==> config.mk <==
export PLATFORM = sky130hd
export DESIGN_NAME = urx_rx_err
export DESIGN_NICKNAME = d
export VERILOG_FILES = /design/src/rtl/urx_pkg.sv /design/src/rtl/urx_rx_err.sv
export SDC_FILE = /design/constraint.sdc
export NUM_CORES = 1
export LEC_CHECK = 0
export ABC_AREA = 1
export BUFFER_PORTS_ARGS = -buffer_cell sky130_fd_sc_hd__buf_4
export CAP_MARGIN = 20
export CORE_MARGIN = 2
export CORE_UTILIZATION = 28
export CTS_BUF_LIST = sky130_fd_sc_hd__clkbuf_4 sky130_fd_sc_hd__clkbuf_8
export DETAILED_ROUTE_END_ITERATION = 6
export SLEW_MARGIN = 20
export SYNTH_ARGS = -nofsm -noshare
export SYNTH_HDL_FRONTEND = slang
export SYNTH_SLANG_ARGS = --single-unit
==> constraint.sdc <==
create_clock -name pclk -period 2.8 [get_ports pclk]
set_input_delay 0.14 -clock pclk [delete_from_list [all_inputs] [get_ports pclk]]
set_output_delay 0.14 -clock pclk [all_outputs]
set_load 0.02 [all_outputs]
==> src/rtl/urx_pkg.sv <==
package urx_pkg;
    localparam logic [7:0] ADDR_STATUS   = 8'h00;
    localparam logic [7:0] ADDR_DATA     = 8'h04;
    localparam logic [7:0] ADDR_CTRL_ONE = 8'h08;
    localparam logic [7:0] ADDR_CTRL_TWO = 8'h0C;
    localparam logic [7:0] ADDR_BAUD     = 8'h10;
    localparam logic [7:0] ADDR_IRQCTL   = 8'h14;
    localparam int SB_PE = 0, SB_FE = 1, SB_NF = 2, SB_OVR = 3;
    localparam int SB_RIDLE = 4, SB_RDY = 5, SB_TIDLE = 6, SB_TEMPTY = 7;
    localparam int C1_EN = 0, C1_NINE = 1, C1_PEN = 2, C1_ODD = 3, C1_TWO = 4, C1_RX8 = 5;
    localparam int C2_RECEIVER_ENABLE = 0, C2_ADDR_DETECT_ENABLE = 1, C2_RIE = 2, C2_TEIE = 3, C2_TIIE = 4;
    localparam int C2_WAKE = 5;
    localparam int IC_GIE = 0, IC_UIE = 1;
    localparam logic [7:0] BAUD_RST      = 8'h00;
    localparam logic [3:0] OS_FIRST      = 4'h7;
    localparam logic [3:0] OS_LAST       = 4'h9;
    localparam logic [3:0] OS_END        = 4'hF;
    localparam logic [3:0] LAST_BIT_NINE = 4'h8;
    localparam logic [3:0] LAST_BIT_EIGHT = 4'h7;
    localparam logic [1:0] FIFO_DEPTH    = 2'h2;
    localparam int WAKE_DELAY_NS = 1000;
    localparam int CLK_PERIOD_NS = 10;
    localparam logic [7:0] WAKE_CYC = 8'(WAKE_DELAY_NS / CLK_PERIOD_NS);

    typedef enum logic [5:0] {
        ST_IDLE  = 6'h01,
        ST_START = 6'h02,
        ST_DATA  = 6'h04,
        ST_PAR   = 6'h08,
        ST_STOP1 = 6'h10,
        ST_STOP2 = 6'h20
    } urx_rx_st_t;

    typedef struct packed {
        logic [8:0] data;
        logic       framing_error_flag;
        logic       parity_error_flag;
        logic       nf;
    } urx_entry_t;

    typedef struct packed {
        urx_rx_st_t       rx_st;
        logic [7:0]       tick_cnt;
        logic [3:0]       os_cnt;
        logic [2:0]       samp;
        logic [3:0]       bit_cnt;
        logic [8:0]       shift;
        logic             par_bit;
        logic             nf;
        logic             framing_error_flag;
        logic             rx_prev;
        urx_entry_t [1:0] fifo;
        logic             head;
        logic [1:0]       count;
        logic             overrun;
        logic             armed;
        logic [4:0]       ctrl_one;
        logic [5:0]       ctrl_two;
        logic [7:0]       baud;
        logic [1:0]       irqctl;
        logic             waking;
        logic [7:0]       wake_cnt;
        logic             tx_empty_prev;
        logic             tx_idle_prev;
        logic [31:0]      prdata;
        logic             pready;
        logic             pslverr;
        logic             irq_n;
        logic             wake_req;
    } urx_state_t;
endpackage

==> src/rtl/urx_rx_err.sv <==
`timescale 1ns/100ps
module urx_rx_err
    import urx_pkg::*;
(
    input  wire logic        pclk,
    input  wire logic        presetn,
    input  wire logic        psel,
    input  wire logic        penable,
    input  wire logic        pwrite,
    input  wire logic [7:0]  paddr,
    input  wire logic [31:0] pwdata,
    output logic      [31:0] prdata,
    output logic             pready,
    output logic             pslverr,
    input  wire logic        rxd,
    input  wire logic        uart_clk_on,
    input  wire logic        tx_buf_empty,
    input  wire logic        tx_idle,
    output logic             uart_irq_n,
    output logic             wake_req
);
    urx_state_t st;
    urx_state_t nx;
    logic        rx_enabled;
    logic        tick;
    logic        samp_end;
    logic        bitv;
    logic        bit_noisy;
    logic        frame_done;
    logic        fe_in;
    logic        pe_in;
    logic        nf_in;
    logic        top_bit;
    logic [8:0]  word;
    logic        push;
    logic        pop;
    logic        seq_clear;
    logic        ovr_set;
    logic        rx_evt;
    logic        any_evt;
    logic        wake_trig;
    logic        wake_done;
    logic        apb_acc;
    logic        tail;
    logic [31:0] rd_val;
    logic        rd_err;

    assign prdata     = st.prdata;
    assign pready     = st.pready;
    assign pslverr    = st.pslverr;
    assign uart_irq_n = st.irq_n;
    assign wake_req   = st.wake_req;

    always_comb
    begin
        nx         = st;
        tick       = 1'b0;
        samp_end   = 1'b0;
        frame_done = 1'b0;
        push       = 1'b0;
        pop        = 1'b0;
        seq_clear  = 1'b0;
        ovr_set    = 1'b0;
        rx_evt     = 1'b0;
        wake_trig  = 1'b0;
        wake_done  = 1'b0;
        rd_val     = 32'h0000_0000;
        rd_err     = 1'b0;
        bitv       = (st.samp[0] & st.samp[1]) | (st.samp[0] & st.samp[2])
                   | (st.samp[1] & st.samp[2]);
        bit_noisy  = !((st.samp[0] == st.samp[1]) && (st.samp[1] == st.samp[2]));
        word       = st.ctrl_one[C1_NINE] ? st.shift : {1'b0, st.shift[7:0]};
        top_bit    = st.ctrl_one[C1_NINE] ? word[8] : word[7];
        fe_in      = st.framing_error_flag | !bitv;
        nf_in      = st.nf | bit_noisy;
        pe_in      = st.ctrl_one[C1_PEN] & ((^word ^ st.par_bit) != st.ctrl_one[C1_ODD]);
        tail       = (st.count == 2'h1) ? ~st.head : st.head;
        apb_acc    = psel & penable & st.pready;
        nx.pready  = 1'b0;
        nx.pslverr = 1'b0;
        nx.irq_n   = 1'b1;
        nx.wake_req = 1'b0;
        nx.rx_prev = rxd;
        nx.tx_empty_prev = tx_buf_empty;
        nx.tx_idle_prev  = tx_idle;

        // Register read mux; the PE, FE and NF status flags reflect the word at the head
        case (paddr)
            ADDR_STATUS:
            begin
                rd_val[SB_PE]     = (st.count != 2'h0) & st.fifo[st.head].parity_error_flag;
                rd_val[SB_FE]     = (st.count != 2'h0) & st.fifo[st.head].framing_error_flag;
                rd_val[SB_NF]     = (st.count != 2'h0) & st.fifo[st.head].nf;
                rd_val[SB_OVR]    = st.overrun;
                rd_val[SB_RIDLE]  = (st.rx_st == ST_IDLE);
                rd_val[SB_RDY]    = (st.count != 2'h0);
                rd_val[SB_TIDLE]  = tx_idle;
                rd_val[SB_TEMPTY] = tx_buf_empty;
            end
            ADDR_DATA:     rd_val[8:0] = st.fifo[st.head].data;
            ADDR_CTRL_ONE:
            begin
                rd_val[4:0]    = st.ctrl_one;
                rd_val[C1_RX8] = st.fifo[st.head].data[8];
            end
            ADDR_CTRL_TWO: rd_val[5:0] = st.ctrl_two;
            ADDR_BAUD:     rd_val[7:0] = st.baud;
            ADDR_IRQCTL:   rd_val[1:0] = st.irqctl;
            default:       rd_err = 1'b1;
        endcase

        // APB: zero wait states, data captured in the setup cycle
        if (psel && !penable)
        begin
            nx.pready  = 1'b1;
            nx.prdata  = pwrite ? 32'h0000_0000 : rd_val;
            nx.pslverr = rd_err;
        end
        // Status flags have no write path
        if (apb_acc && pwrite)
        begin
            case (paddr)
                ADDR_CTRL_ONE: nx.ctrl_one = pwdata[4:0];
                ADDR_CTRL_TWO: nx.ctrl_two = pwdata[5:0];
                ADDR_BAUD:     nx.baud     = pwdata[7:0];
                ADDR_IRQCTL:   nx.irqctl   = pwdata[1:0];
                default:       nx.armed    = st.armed;
            endcase
        end
        if (apb_acc && !pwrite && paddr == ADDR_STATUS)
            nx.armed = 1'b1;
        if (apb_acc && !pwrite && paddr == ADDR_DATA && st.armed)
        begin
            seq_clear = 1'b1;
            nx.armed  = 1'b0;
            pop       = (st.count != 2'h0);
        end

        // Receiver; holds its place while the source clock is stopped
        rx_enabled = st.ctrl_one[C1_EN] & st.ctrl_two[C2_RECEIVER_ENABLE] & !st.waking;
        if (!rx_enabled)
        begin
            nx.rx_st    = ST_IDLE;
            nx.tick_cnt = 8'h00;
        end
        else if (uart_clk_on)
        begin
            if (st.rx_st == ST_IDLE)
            begin
                nx.tick_cnt = 8'h00;
                nx.os_cnt   = 4'h0;
                if (st.rx_prev && !rxd)
                begin
                    nx.rx_st   = ST_START;
                    nx.nf      = 1'b0;
                    nx.framing_error_flag    = 1'b0;
                    nx.bit_cnt = 4'h0;
                end
            end
            else
            begin
                tick = (st.tick_cnt == st.baud);
                nx.tick_cnt = tick ? 8'h00 : st.tick_cnt + 8'h01;
            end
        end
        if (tick)
        begin
            nx.os_cnt = st.os_cnt + 4'h1;
            if (st.os_cnt >= OS_FIRST && st.os_cnt <= OS_LAST)
                nx.samp = {st.samp[1:0], rxd};
            samp_end = (st.os_cnt == OS_END);
        end
        if (samp_end)
        begin
            nx.nf = nf_in;
            case (st.rx_st)
                ST_START:
                    nx.rx_st = bitv ? ST_IDLE : ST_DATA;
                ST_DATA:
                begin
                    nx.shift[st.bit_cnt] = bitv;
                    nx.bit_cnt = st.bit_cnt + 4'h1;
                    if (st.bit_cnt == (st.ctrl_one[C1_NINE] ? LAST_BIT_NINE : LAST_BIT_EIGHT))
                        nx.rx_st = st.ctrl_one[C1_PEN] ? ST_PAR : ST_STOP1;
                end
                ST_PAR:
                begin
                    nx.par_bit = bitv;
                    nx.rx_st   = ST_STOP1;
                end
                ST_STOP1:
                begin
                    nx.framing_error_flag = fe_in;
                    if (st.ctrl_one[C1_TWO])
                        nx.rx_st = ST_STOP2;
                    else
                    begin
                        nx.rx_st   = ST_IDLE;
                        frame_done = 1'b1;
                    end
                end
                ST_STOP2:
                begin
                    nx.rx_st   = ST_IDLE;
                    frame_done = 1'b1;
                end
                default: nx.rx_st = ST_IDLE;
            endcase
        end

        // Two-entry buffer; a full buffer not read in the same cycle drops the new word and flags it
        if (frame_done)
        begin
            if (st.count < FIFO_DEPTH || pop)
            begin
                push = 1'b1;
                nx.fifo[tail] = '{data: word, framing_error_flag: fe_in, parity_error_flag: pe_in, nf: nf_in};
            end
            else
                ovr_set = 1'b1;
        end
        if (pop)
            nx.head = ~st.head;
        nx.count   = st.count + {1'b0, push} - {1'b0, pop};
        nx.overrun = (st.overrun & !seq_clear) | ovr_set;

        // Receive-pin wake-up with restart delay
        wake_trig = !uart_clk_on & st.ctrl_two[C2_WAKE] & st.ctrl_one[C1_EN]
                  & st.ctrl_two[C2_RECEIVER_ENABLE] & st.ctrl_two[C2_RIE]
                  & st.rx_prev & !rxd & !st.waking;
        if (wake_trig)
        begin
            nx.waking   = 1'b1;
            nx.wake_cnt = WAKE_CYC;
            nx.wake_req = 1'b1;
        end
        else if (st.waking)
        begin
            if (st.wake_cnt == 8'h00)
            begin
                nx.waking = 1'b0;
                wake_done = 1'b1;
            end
            else
                nx.wake_cnt = st.wake_cnt - 8'h01;
        end

        // Interrupt sources; noise contributes nothing of its own
        rx_evt  = push & (!st.ctrl_two[C2_ADDR_DETECT_ENABLE] | top_bit);
        any_evt = (st.ctrl_two[C2_RIE] & (rx_evt | ovr_set | wake_done))
                | (st.ctrl_two[C2_TEIE] & tx_buf_empty & !st.tx_empty_prev)
                | (st.ctrl_two[C2_TIIE] & tx_idle & !st.tx_idle_prev);
        nx.irq_n = !(st.irqctl[IC_GIE] & st.irqctl[IC_UIE] & any_evt);
    end

    // Only presetn clears state; sleep has no path into it
    always_ff @(posedge pclk or negedge presetn)
    begin
        if (!presetn)
        begin
            st          <= '0;
            st.rx_st    <= ST_IDLE;
            st.baud     <= BAUD_RST;
            st.rx_prev  <= 1'b1;
            st.irq_n    <= 1'b1;
        end
        else
            st <= nx;
    end
endmodule

==> impl_metrics.toml <==
[status]
status = "finished, final reports clean"

[routing]
vias = 4698
drt_wl_total_um = 13400
viasPerCell = 4.45
remaining_drc_errors = 0
firstDrtPassIters = 5
ant_nets = 0
wl_per_cell_um = 12.7
drtIter0Drc = 288

[logic_synthesis]
synthCells = 734
synth_seq_cells = 112
synth.distinct_cells = 46
synth-edff-count = 0
synthArstFlopShare_pct = 100
ys_seq_area_share_pct = 46.3
yosys_warnings = 0
ys.flop_type = "dfrtp_1"
postSynthAreaPerCell_um2 = 8.25
syn_area_mm2 = 0.00606

[setup_path]
critPathLaunchType = "register"
cp.arrival_ns = 2.61
crit_required_ns = 3.13
crit_type = "reg2reg"
critical_path_peak_fanout = 10
end_kind = "register"

[flow_run]
cap_viol_max_count = 0

[sta]
fin_crit_sh_pct = 81.7
max_slew_margin_pct = 61.5
fin_skew_ns = 0.0114
worstMarginPinSlew_ns = 0.573
fmax_mhz = 437
layout_min_cycle_time_ns = 2.29
drv_slew = 0
setup_viol = 0
tns_ns = 0
hold_violations = 0
rsz0062_at_grt = "no"

[die]
die_h_um = 151
core_mm2 = 0.0212
ios = 85
die_x_um = 151
start_util_pct = 28.6
die_area_mm2 = 0.0228
row_count = 53

[final_layout]
final_common_cell = "nand2_1"
final_cell_mix = "nand2_1 (179), dfrtp_1 (109), inv_1 (103)"
insertedDiodeCount = 0
final_nets = 838
area_growth_pct = 12.0
fin_util_pct = 32.1
n_fill_cell = 2222
final_area_mm2 = 0.00678
final_layout_size_suffix_gt1_share_pct = 13.8

[cts]
clock-sinks = 112
htreeDepth = 3
cts_tree = "built"
worstSkewPairLatency_ns = 0.39
cts-root-buf = "clkbuf_8"
ctsResizeCount = 0
cts_buffers = 9
cts.path.max_buffers = 2
post-cts-setup-buffers = 0
path_clk_slew_ns = 0.11
ctsHoldBuffers = 7

[global_routing]
gr-total-overflow = 0
first_global_vias = 4347
grt.total_usage_pct = 12.4
antenna_found_initial = 0
grt_pass1_wl_um = 22200
grt_start_max_net_pins = 50

[place]
numPortBuffers = 37
placed_area_mm2 = 0.00652
dpl.hpwl_um = 10200
place_congestion = 0.840

[power_and_ir_drop]
ir_drop_mv = 0.152
powerDensity_mw_per_mm2 = 399
p_leak_nw = 3.32

[worst_hold_path]
hold_path.class = "in2reg"
[kinds of logic after synthesis]
group	after synthesis	share of synthesized area, %
AOI/OAI and AO/OA	126	12.2
xor gates and xnor gates	19	2.75
adders and majority gates	14	2.89
buffers and inverters	154	11.8
DFF	112	46.3
muxes	9	1.67
other	1	0.0619
and+or+nand+nor	299	22.3
[area by class of cell]
cell class / instances / area (um^2) / share of cell area, %
Inverter: 112 / 422 / 6.22
Tap cell: 275 / 344 / 5.07
Sequential cell: 112 / 2810 / 41.4
Clock inverter: 4 / 28.8 / 0.424
Multi-Input combinational cell: 490 / 2620 / 38.6
Timing Repair Buffer: 50 / 405 / 5.98
Clock buffer: 12 / 159 / 2.34
[per-stage QoR]
| step | total power, mW | setup slack, ns | instances | hold slack (ns) |
|---|---|---|---|---|
| after floorplan | 1.73 | 0.764 | 756 | -0.156 |
| after global placement | 1.79 | 0.512 | 1032 | 0.0932 |
| after detailed placement | 1.79 | 0.489 | 1032 | 0.0976 |
| after CTS | 2.74 | 0.491 | 1055 | 0.0134 |
| after global routing | 2.82 | 0.301 | 1055 | 0.0127 |
| final | 2.71 | 0.514 | 1055 | 0.0264 |
[critical path: stages (launching register included)]
cell,delay (ns)
dfrtp_1,0.42
inv_2,0.10
nand3_4,0.14
nor2_4,0.13
inv_2,0.06
nor2_4,0.18
nand4_2,0.19
inv_2,0.14
nand2_4,0.08
ha_1,0.27
inv_1,0.04
ha_1,0.17
xnor2_1,0.16
xor2_1,0.15
[sequential cells by signal, summed over array words and instances, names as in the netlist]
signal / cells
pready: 1
uart_irq_n: 1
prdata: 9
pslverr: 1
st: 99
wake_req: 1
[Yosys cell counts (5+ instances only)]
master	number	area, um^2
nand3_1	37	185
nor3_1	11	55.1
o211ai_1	7	52.6
xnor2_1	5	43.8
xor2_1	14	123
nor2_4	6	67.6
o21ai_2	8	70.1
buf_4	33	248
o21ai_0	71	355
mux2_2	9	101
nor2_1	41	154
o31ai_1	5	37.5
nand4_1	8	50.1
ha_1	14	175
a21oi_1	14	70.1
o22ai_1	6	37.5
inv_1	103	387
dfrtp_1	109	2730
nand2_1	179	672
inv_2	8	30.0
[worst paths after layout]
kind                                       endpoint  slack (ns)  cells past startpoint               start
worst max-delay path               st[71]$_DFF_PN0_        0.51                     13    st[46]$_DFF_PN0_
worst min-delay path              pslverr$_DFF_PN0_        0.03                      3            paddr[0]
worst max register to register     st[71]$_DFF_PN0_        0.51                     13    st[46]$_DFF_PN0_
worst min register to register   st[42]$_DFFE_PN0P_        0.47                      1  st[42]$_DFFE_PN0P_
max in group asynchronous        st[82]$_DFFE_PN0P_        1.78                      3             presetn
min in group asynchronous       st[103]$_DFFE_PN0P_        0.22                      2             presetn
[routing by layer]
layer	part of all wire (%)	global-route usage, %
met5	0	0
met2	43	18.9
met4	1.8	3.55
met3	4.3	2.59
met1	51	17.8
[report_power, final]
part           internal, mW  total [mW]  switching [mW]
clock network         0.383       0.949           0.566
logic                0.0398       0.135          0.0953
registers              1.62        1.62         0.00267
total                  2.05        2.71           0.664
Power figures use the tool's default switching activity.
